--- src/logic/rrg_pkg.sv ---
// Purpose: Constants and types for the reset routine guard
// Assumes: One 200 MHz clock, registers on a plain strobe port
// Notes: Rules of the host and the guard follow
package rrg_pkg;
    localparam int ADDR_W = 4;
    localparam logic [3:0] OFF_PWR = 4'h0;
    localparam logic [3:0] OFF_RST = 4'h4;
    localparam logic [3:0] OFF_STAT = 4'h8;
    localparam logic [3:0] OFF_CNT = 4'hC;
    localparam int BIT_STBY = 0;
    localparam int BIT_PDN = 1;
    localparam int BIT_RST_REG = 0;
    localparam int BIT_RST_MOD = 1;
    localparam logic [1:0] PWR_RESET = 2'h0;
    localparam int PULSE_CYC = 4;
    localparam logic [2:0] PULSE_LAST = 3'(PULSE_CYC - 1);

    typedef struct packed {
        logic pdn;
        logic stby;
    } rrg_pwr_t;

    typedef struct packed {
        logic mod;
        logic regs;
    } rrg_req_t;

    typedef enum logic [2:0] {
        ST_IDLE = 3'b001,
        ST_PULSE = 3'b010,
        ST_LOCK = 3'b100
    } rrg_state_t;

    // Forbidden: module-only reset while power-down is set
    function automatic logic rrg_illegal(input rrg_pwr_t p, input rrg_req_t r);
        return r.mod && !r.regs && p.pdn;
    endfunction
endpackage

--- src/logic/rrg_pulse.sv ---
// Purpose: Stretch a one-cycle request into a fixed-length pulse
// Assumes: Same clock as the caller
// Notes: Restart while busy extends the pulse
`timescale 1ns/1ps
module rrg_pulse import rrg_pkg::*; (
    // Clock and reset
    input wire logic i_clk,
    input wire logic i_resetn,
    // Trigger and stretched output
    input wire logic i_fire,
    output logic o_busy
);
    logic [2:0] cnt_r;
    logic [2:0] cnt_nxt;
    logic busy_r;
    logic busy_nxt;

    // Count down from the last pulse cycle
    always_comb begin
        cnt_nxt = cnt_r;
        busy_nxt = busy_r;
        if (i_fire) begin
            cnt_nxt = PULSE_LAST;
            busy_nxt = 1'b1;
        end else if (busy_r) begin
            if (cnt_r == 3'h0) begin
                busy_nxt = 1'b0;
            end else begin
                cnt_nxt = cnt_r - 3'h1;
            end
        end
    end

    always_ff @(posedge i_clk or negedge i_resetn) begin
        if (!i_resetn) begin
            cnt_r <= 3'h0;
            busy_r <= 1'b0;
        end else begin
            cnt_r <= cnt_nxt;
            busy_r <= busy_nxt;
        end
    end

    assign o_busy = busy_r;
endmodule

--- src/logic/rrg_top.sv ---
// Purpose: Soft-reset guard for the amplifier control side
// Assumes: Host writes power state, then reset bits, via strobe port
// Notes: Lock-up is left only by the device reset input
`timescale 1ns/1ps
module rrg_top import rrg_pkg::*; (
    // Clock and reset
    input wire logic i_clk,
    input wire logic i_resetn,
    // Register port
    input wire logic [ADDR_W-1:0] i_addr,
    input wire logic [7:0] i_wdata,
    input wire logic i_wr,
    input wire logic i_rd,
    output logic [7:0] o_rdata,
    // Power state and reset pulses to the datapath
    output logic o_standby,
    output logic o_powerdown,
    output logic o_reg_clear,
    output logic o_mod_reset,
    output logic o_locked
);
    rrg_pwr_t pwr_r, pwr_nxt;
    rrg_state_t st_r, st_nxt;
    rrg_req_t last_r, last_nxt;
    logic [7:0] rdata_r, rdata_nxt;
    logic [7:0] cnt_r, cnt_nxt;
    logic regclr_r, regclr_nxt;
    logic fire_mod;
    logic mod_busy;
    logic mod_r;
    rrg_req_t wreq;

    assign wreq = rrg_req_t'({i_wdata[BIT_RST_MOD], i_wdata[BIT_RST_REG]});

    // Stretched module reset; interpolation filter and DAC restart
    rrg_pulse u_mod (
        .i_clk(i_clk),
        .i_resetn(i_resetn),
        .i_fire(fire_mod),
        .o_busy(mod_busy)
    );

    // Request evaluation uses the power state already held
    always_comb begin
        st_nxt = st_r;
        pwr_nxt = pwr_r;
        last_nxt = last_r;
        cnt_nxt = cnt_r;
        regclr_nxt = 1'b0;
        fire_mod = 1'b0;
        unique case (st_r)
            ST_IDLE, ST_PULSE: begin
                if (i_wr && i_addr == OFF_PWR) begin
                    pwr_nxt.stby = i_wdata[BIT_STBY];
                    pwr_nxt.pdn = i_wdata[BIT_PDN];
                end else if (i_wr && i_addr == OFF_RST && (wreq.mod || wreq.regs)) begin
                    last_nxt = wreq;
                    cnt_nxt = cnt_r + 8'h01;
                    if (rrg_illegal(pwr_r, wreq)) begin
                        st_nxt = ST_LOCK;
                    end else begin
                        // Legal request: register clear in any power state, module-only reset without power-down
                        regclr_nxt = wreq.regs;
                        fire_mod = wreq.mod;
                        st_nxt = ST_PULSE;
                    end
                end else if (st_r == ST_PULSE && !mod_busy) begin
                    st_nxt = ST_IDLE;
                end
                // Register clear returns power state to reset value
                if (regclr_nxt) begin
                    pwr_nxt = rrg_pwr_t'(PWR_RESET);
                end
            end
            ST_LOCK: begin
                // Unresponsive: every access ignored, reads return zero
                st_nxt = ST_LOCK;
            end
            default: begin
                st_nxt = ST_LOCK;
            end
        endcase
    end

    // Read mux; locked device answers nothing but zero
    always_comb begin
        rdata_nxt = 8'h00;
        if (i_rd && st_r != ST_LOCK) begin
            unique case (i_addr)
                OFF_PWR: rdata_nxt = {6'h00, pwr_r.pdn, pwr_r.stby};
                OFF_RST: rdata_nxt = {6'h00, last_r.mod, last_r.regs};
                OFF_STAT: rdata_nxt = {5'h00, 1'b0, mod_busy, st_r == ST_PULSE};
                OFF_CNT: rdata_nxt = cnt_r;
                default: rdata_nxt = 8'h00;
            endcase
        end
    end

    always_ff @(posedge i_clk or negedge i_resetn) begin
        if (!i_resetn) begin
            st_r <= ST_IDLE;
            pwr_r <= rrg_pwr_t'(PWR_RESET);
            last_r <= '0;
            cnt_r <= 8'h00;
            regclr_r <= 1'b0;
            rdata_r <= 8'h00;
            mod_r <= 1'b0;
        end else begin
            st_r <= st_nxt;
            pwr_r <= pwr_nxt;
            last_r <= last_nxt;
            cnt_r <= cnt_nxt;
            regclr_r <= regclr_nxt;
            rdata_r <= rdata_nxt;
            mod_r <= mod_busy;
        end
    end

    assign o_rdata = rdata_r;
    assign o_standby = pwr_r.stby;
    assign o_powerdown = pwr_r.pdn;
    assign o_reg_clear = regclr_r;
    assign o_mod_reset = mod_r;
    // Lock pin is the one-hot lock bit itself, so it leaves straight from a flop
    assign o_locked = st_r[2];
endmodule

--- config.mk ---
export PLATFORM = sky130hd
export DESIGN_NAME = rrg_top
export DESIGN_NICKNAME = d
export VERILOG_FILES = /design/src/logic/rrg_pkg.sv /design/src/logic/rrg_pulse.sv /design/src/logic/rrg_top.sv
export SDC_FILE = /design/constraint.sdc
export NUM_CORES = 1
export LEC_CHECK = 0
export ABC_AREA = 0
export BUFFER_PORTS_ARGS = -buffer_cell sky130_fd_sc_hd__buf_2
export CAP_MARGIN = 20
export CORE_ASPECT_RATIO = 1.4
export CORE_MARGIN = 2
export CORE_UTILIZATION = 52
export DETAILED_ROUTE_END_ITERATION = 16
export MAX_ROUTING_LAYER = met4
export PLACE_DENSITY = 0.77
export SLEW_MARGIN = 40
export SYNTH_ARGS = -nofsm -noshare
export SYNTH_HDL_FRONTEND = slang
export SYNTH_SLANG_ARGS = --single-unit
export TNS_END_PERCENT = 1
--- constraint.sdc ---
create_clock -name i_clk -period 2.2 [get_ports i_clk]
set_input_delay 0.44 -clock i_clk [delete_from_list [all_inputs] [get_ports i_clk]]
set_output_delay 0.44 -clock i_clk [all_outputs]
set_load 0.01 [all_outputs]
### Word-level counts from Yosys, hierarchy flattened

Index checks and enable logic that the tools add are counted.

| operators by class | value |
|---|---|
| add/subtract/negate cells | 2 |
| eq/ne operators | 9 |
| mux-type cells | 24 |
| bitwise operators | 1 |
| reductions and logical operators | 19 |

Operator list:

| cell | count |
|---|---|
| one-hot mux 8 bit (4 select lines) | 1 |
| 2-to-1 mux 3 bit | 8 |
| 2-to-1 mux 1 bit | 12 |
| adder 8 x 1 -> 8 bit, second input constant | 1 |
| equality test 4 bit, second input constant | 2 |
| 2-to-1 mux 8 bit | 1 |
| logical AND 1 bit | 7 |
| inequality test 3 bit, second input constant | 2 |
| AND reduction 2 bit | 3 |
| equality test 4 x 3 -> 1 bit, second input constant | 1 |
| logical NOT 4 bit | 1 |
| 2-to-1 mux 2 bit | 2 |
| inequality test 2 bit, second input constant | 2 |
| nonzero test 2 bit | 2 |
| equality test 3 x 1 -> 1 bit, second input constant | 1 |
| equality test 3 x 2 -> 1 bit, second input constant | 1 |
| logical NOT 3 bit | 1 |
| AND reduction 3 bit | 1 |
| subtractor 3 x 1 -> 3 bit, second input constant | 1 |
| logical NOT 1 bit | 2 |
| OR reduction 2 bit | 1 |
| logical OR 1 bit | 1 |
| NOT 1 bit | 1 |

| word-level totals | value |
|---|---|
| bits in registers | 29 |
| bits of input ports | 16 |
| output and inout port bits | 13 |

### Logic depth before layout (Yosys ltp)

| logic depth | value |
|---|---|
| depth after elaboration | 9 |
| gate-level depth with buffers | 6 |
| gate-level depth less buffers | 6 |

### By module

A second synthesis with hierarchy kept.

| unflattened totals | value |
|---|---|
| cells, all modules | 114 |
| area, all modules | 1323.8 um^2 |

Modules (own cells, without submodules):

| module | times used | cells an instance | area each (um^2) |
|---|---|---|---|
| rrg_top | 1 | 95 | 1111.1 |
| rrg_pulse | 1 | 19 | 212.7 |

### Worst setup path after synthesis

Ideal clock, no wire load.

| timing path | value |
|---|---|
| path kind | input port to flip-flop |
| from | input i_addr[1] |
| to | register cnt_r[5] |
| library setup time | 0.079 ns |
| arrival | 2.024 ns |
| data required time | 2.121 ns |
| path slack | 0.097 ns |
| cell stages on the path | 5 |
| path through | or4b_4 > or4_4 > buf_6 > nor4_1 > xor2_1 |

| between the ends | value |
|---|---|
| word-level cells in the longest chain between the ends | 4 |

RTL lines:

| element | RTL line | text |
|---|---|---|
| start: declaration | rrg_top.sv:10 | `input wire logic [ADDR_W-1:0] i_addr,` |
| equality test 4 x 3 -> 1 bit or logical NOT 4 bit (tied branches) | rrg_top.sv:56, rrg_top.sv:53 |  |
| logical AND 1 bit (on tied branches) | rrg_top.sv:56, rrg_top.sv:53 |  |
| logical AND 1 bit or NOT 1 bit (tied branches) | - |  |
| AND reduction 3 bit (no source line) * | - |  |
| end signal: assignment | rrg_top.sv:112 | `cnt_r <= cnt_nxt;` |
| end: declaration | rrg_top.sv:26 | `logic [7:0] cnt_r, cnt_nxt;` |

Mark *: on every way between the ends. The rest lies on a longest branch, timed or not.
A chain may end at the register's enable or synchronous reset.

### Worst setup path after layout

| timing path | value |
|---|---|
| from | register st_r[0] |
| to | register u_mod.cnt_r[2] |

| between the ends | value |
|---|---|
| word-level cells in the longest chain between the ends | 5 |

RTL lines:

| element | RTL line | text |
|---|---|---|
| start: declaration | rrg_top.sv:23 | `rrg_state_t st_r, st_nxt;` |
| start signal: assignment | rrg_top.sv:109 | `st_r <= st_nxt;` |
| equality test 3 x 2 -> 1 bit or equality test 3 x 1 -> 1 bit (tied branches) | rrg_top.sv:51 | `unique case (st_r)` |
| OR reduction 2 bit * | rrg_top.sv:51 |  |
| 2-to-1 mux 1 bit * | rrg_top.sv:51 |  |
| inequality test 2 bit (no source line) or nonzero test 2 bit (tied branches) | - |  |
| AND reduction 2 bit (no source line) | - |  |
| end signal: assignment | rrg_pulse.sv:39 | `cnt_r <= cnt_nxt;` |
| end: declaration | rrg_pulse.sv:13 | `logic [2:0] cnt_r;` |

Marks and branches as above.

==> results.yml <==
status:
  outcome: "finished clean"
routing:
  drt-initial-drc-count: 17
  dr_total_vias: 949
  routed_wl_um: 2305
  viasPerCell: 5.186
  dr.pass1.iters: 4
  wl_per_cell_um: 12.60
  drc_errors: 0
  drtAntennaViolNets: 0
worst_setup_path:
  critPathKind: "reg2reg"
  cp_top_family: "simple AND/OR/NAND/NOR gates"
  worst-path-stages: 4
  cp.arrival_ps: 2180
  crit_required_ps: 2430
  critPathMaxStageDelay_ps: 560
  crit_path_max_fanout: 5
  critical_path_buf_inv_count: 0
  crit_chain: "xnor2_1, or4_4, or3b_1, a21boi_1"
  start_kind: "flop"
  worstRegToRegCells: 4
  cp-end-kind: "flop"
  crit_path_top_delay_cell: "dfstp_2"
sta:
  rsz0062_at_grt: "no"
  finalCritPeriodShare_pct: 88.94
  tns_ps: 0
  worst_slack_ps: 243.3
  slew_viol_final: 0
  relSlewSlack_pct: 55.93
  period_minus_slack_ps: 1957
  timing.fmax_ghz: 0.5111
  hold_violations: 0
  final-setup-viol-count: 0
  tightestPinTransition_ps: 652.7
  whs_ps: 114.1
  finClkSkew_ps: 8.180
die:
  io_pins: 29
  coreArea_mm2: 0.002391
  rows: 21
  die-width_um: 46.22
  initial_utilization_pct: 54.26
  die_h_um: 63.10
  die-area_mm2: 0.002916
grt:
  grt_max_degree: 30
  antenna_found_initial: 0
  grt_pass1_vias: 971
  track_usage_pct: 19.75
  grt_pass1_wl_um: 4064
  overflow: 0
power:
  vdd_drop_max_uv: 510.1
  p_per_area_mw_per_mm2: 685.9
  leakage_nw: 0.7968
  power_w: 0.001058
synthesis:
  yosys_most_used_dff: "dfrtp_1"
  synthTopCellsByArea: "dfrtp_1 54%, nand2_1 3.8%, xnor2_1 3.4%"
  synth.avg_cell_area_um2: 11.19
  synth_cell_types: 36
  synth-adder-area-share_pct: 2.893
  synth_top_area_share_pct: 54.00
  synth_warnings: 0
  netlist_area_mm2: 0.001297
  yosysTopAreaCell: "dfrtp_1"
  async_flop_share_pct: 100.0
  synthesis.nets: 135
  synth_compound_area_share_pct: 9.547
  syn_inst: 116
  synth_top_family_by_area: "simple AND/OR/NAND/NOR gates"
  ys_ff_latch: 29
  yosys.area_share.simple_pct: 19.09
  ys_seq_area_share_pct: 56.03
  synth_edf_count: 0
  synth_xor_area_share_pct: 6.075
  synthMuxAreaShare_pct: 2.893
clock_tree:
  cts_made_buffers: 5
  ctsHtreeMaxLevel: 2
  cts_resized: 0
  clock_latency_ps: 330
  cts_hold_buf: 0
  cts_tree: "done"
  clk_pin_slew_ps: 90
  cts-root-buf: "clkbuf_4"
  postCtsSetupRepairBufs: 0
  cts_num_sinks: 29
  clockBufferDepth: 2
layout:
  area_growth_pct: 18.90
  post-route-util_pct: 64.52
  n_antenna_cell: 0
  nNetsFinal: 167
  final_common_cell: "dfrtp_1"
  mostFrequentLayoutCells: "28 x dfrtp_1, 22 x buf_2, 13 x nand2_1"
  drive_gt1_share_pct: 27.52
min_path:
  holdCritPathClass: "in2async"
placed_design:
  dpl.hpwl_um: 1771
  numPortBuffers: 22
  place_ws_ps: -72.91
  place_congestion: 0.8546
job:
  max-cap-violations: 0
==> sequential cells by signal, indices dropped and copies added (netlist names) <==
register	count
cnt_r	8
last_r	2
o_mod_reset	1
o_powerdown	1
o_rdata	8
o_reg_clear	1
o_standby	1
st_r	3
u_mod.cnt_r	3
u_mod.o_busy	1
==> cells by family (layout without fill, tap and decap cells) <==
family                     Yosys count  after routing
AOI/OAI and AO/OA                   19             19
xor gates and xnor gates             9              9
adders and majority gates            3              3
buffers and inverters               10             43
DFF                                 29             29
muxes                                2              2
and+or+nand+nor                     44             44
==> power breakdown <==
part	total (W)	internal [W]	leakage, nW	switching [W]
sequential	0.000577	0.000561	0.386	0.0000160
combinational	0.000118	0.0000490	0.370	0.0000695
clock	0.000363	0.000185	0.0413	0.000178
total	0.00106	0.000795	0.797	0.000264
==> cells in the mapped netlist (2+ instances only) <==
| cell type | instances |
|---|---|
| and3_1 | 2 |
| o21ai_0 | 8 |
| a21oi_1 | 2 |
| dfrtp_1 | 28 |
| o31ai_1 | 2 |
| nor2b_1 | 2 |
| nor3_1 | 2 |
| inv_1 | 8 |
| nor4_1 | 3 |
| nand4_1 | 2 |
| and2_1 | 6 |
| xor2_1 | 4 |
| nand2b_1 | 2 |
| xnor2_1 | 5 |
| nor2_1 | 5 |
| ha_1 | 3 |
| nand2_1 | 13 |
==> area by class of cell <==
cell class	count	area, µm²
multi-input cells	77	525.5
flip-flops and latches	29	726.9
well taps	34	42.54
clock buffers	7	65.06
clock inverters	1	5.005
inverters	8	30.03
repair buffers	27	147.6
fillers	190	848.3
==> stage by stage <==
step	instances	cell area [µm²]
5_1_grt	183	1543
2_1_floorplan	116	1297
4_1_cts	183	1543
3_5_place_dp	175	1473
6_report	183	1543
3_3_place_gp	175	1473
==> worst reg2reg max path: cells and delay by family (launching register included) <==
kind,cells,cell delay [ps]
simple gates,2,990
flops,1,560
compound gates,1,160
xor+xnor,1,150
==> final timing paths <==
| check | start | end | slack [ps] |
|---|---|---|---|
| min | i_resetn | u_mod.cnt_r[0] | 110 |
| max in group asynchronous | i_resetn | o_rdata[0] | 1680 |
| max reg2reg | st_r[0] | u_mod.cnt_r[2] | 240 |
| min in group i_clk | i_wdata[1] | o_powerdown | 380 |
| max | st_r[0] | u_mod.cnt_r[2] | 240 |
| min reg2reg | cnt_r[7] | cnt_r[7] | 460 |
==> layer usage <==
layer,global-route usage (%),up-vias,wire [µm]
met2,31.08,33,1158
met4,9.286,0,68
met5,-,-,0
met3,5.158,9,117
met1,22.58,439,961
li1,-,468,-
Power figures use the tool's default switching activity.
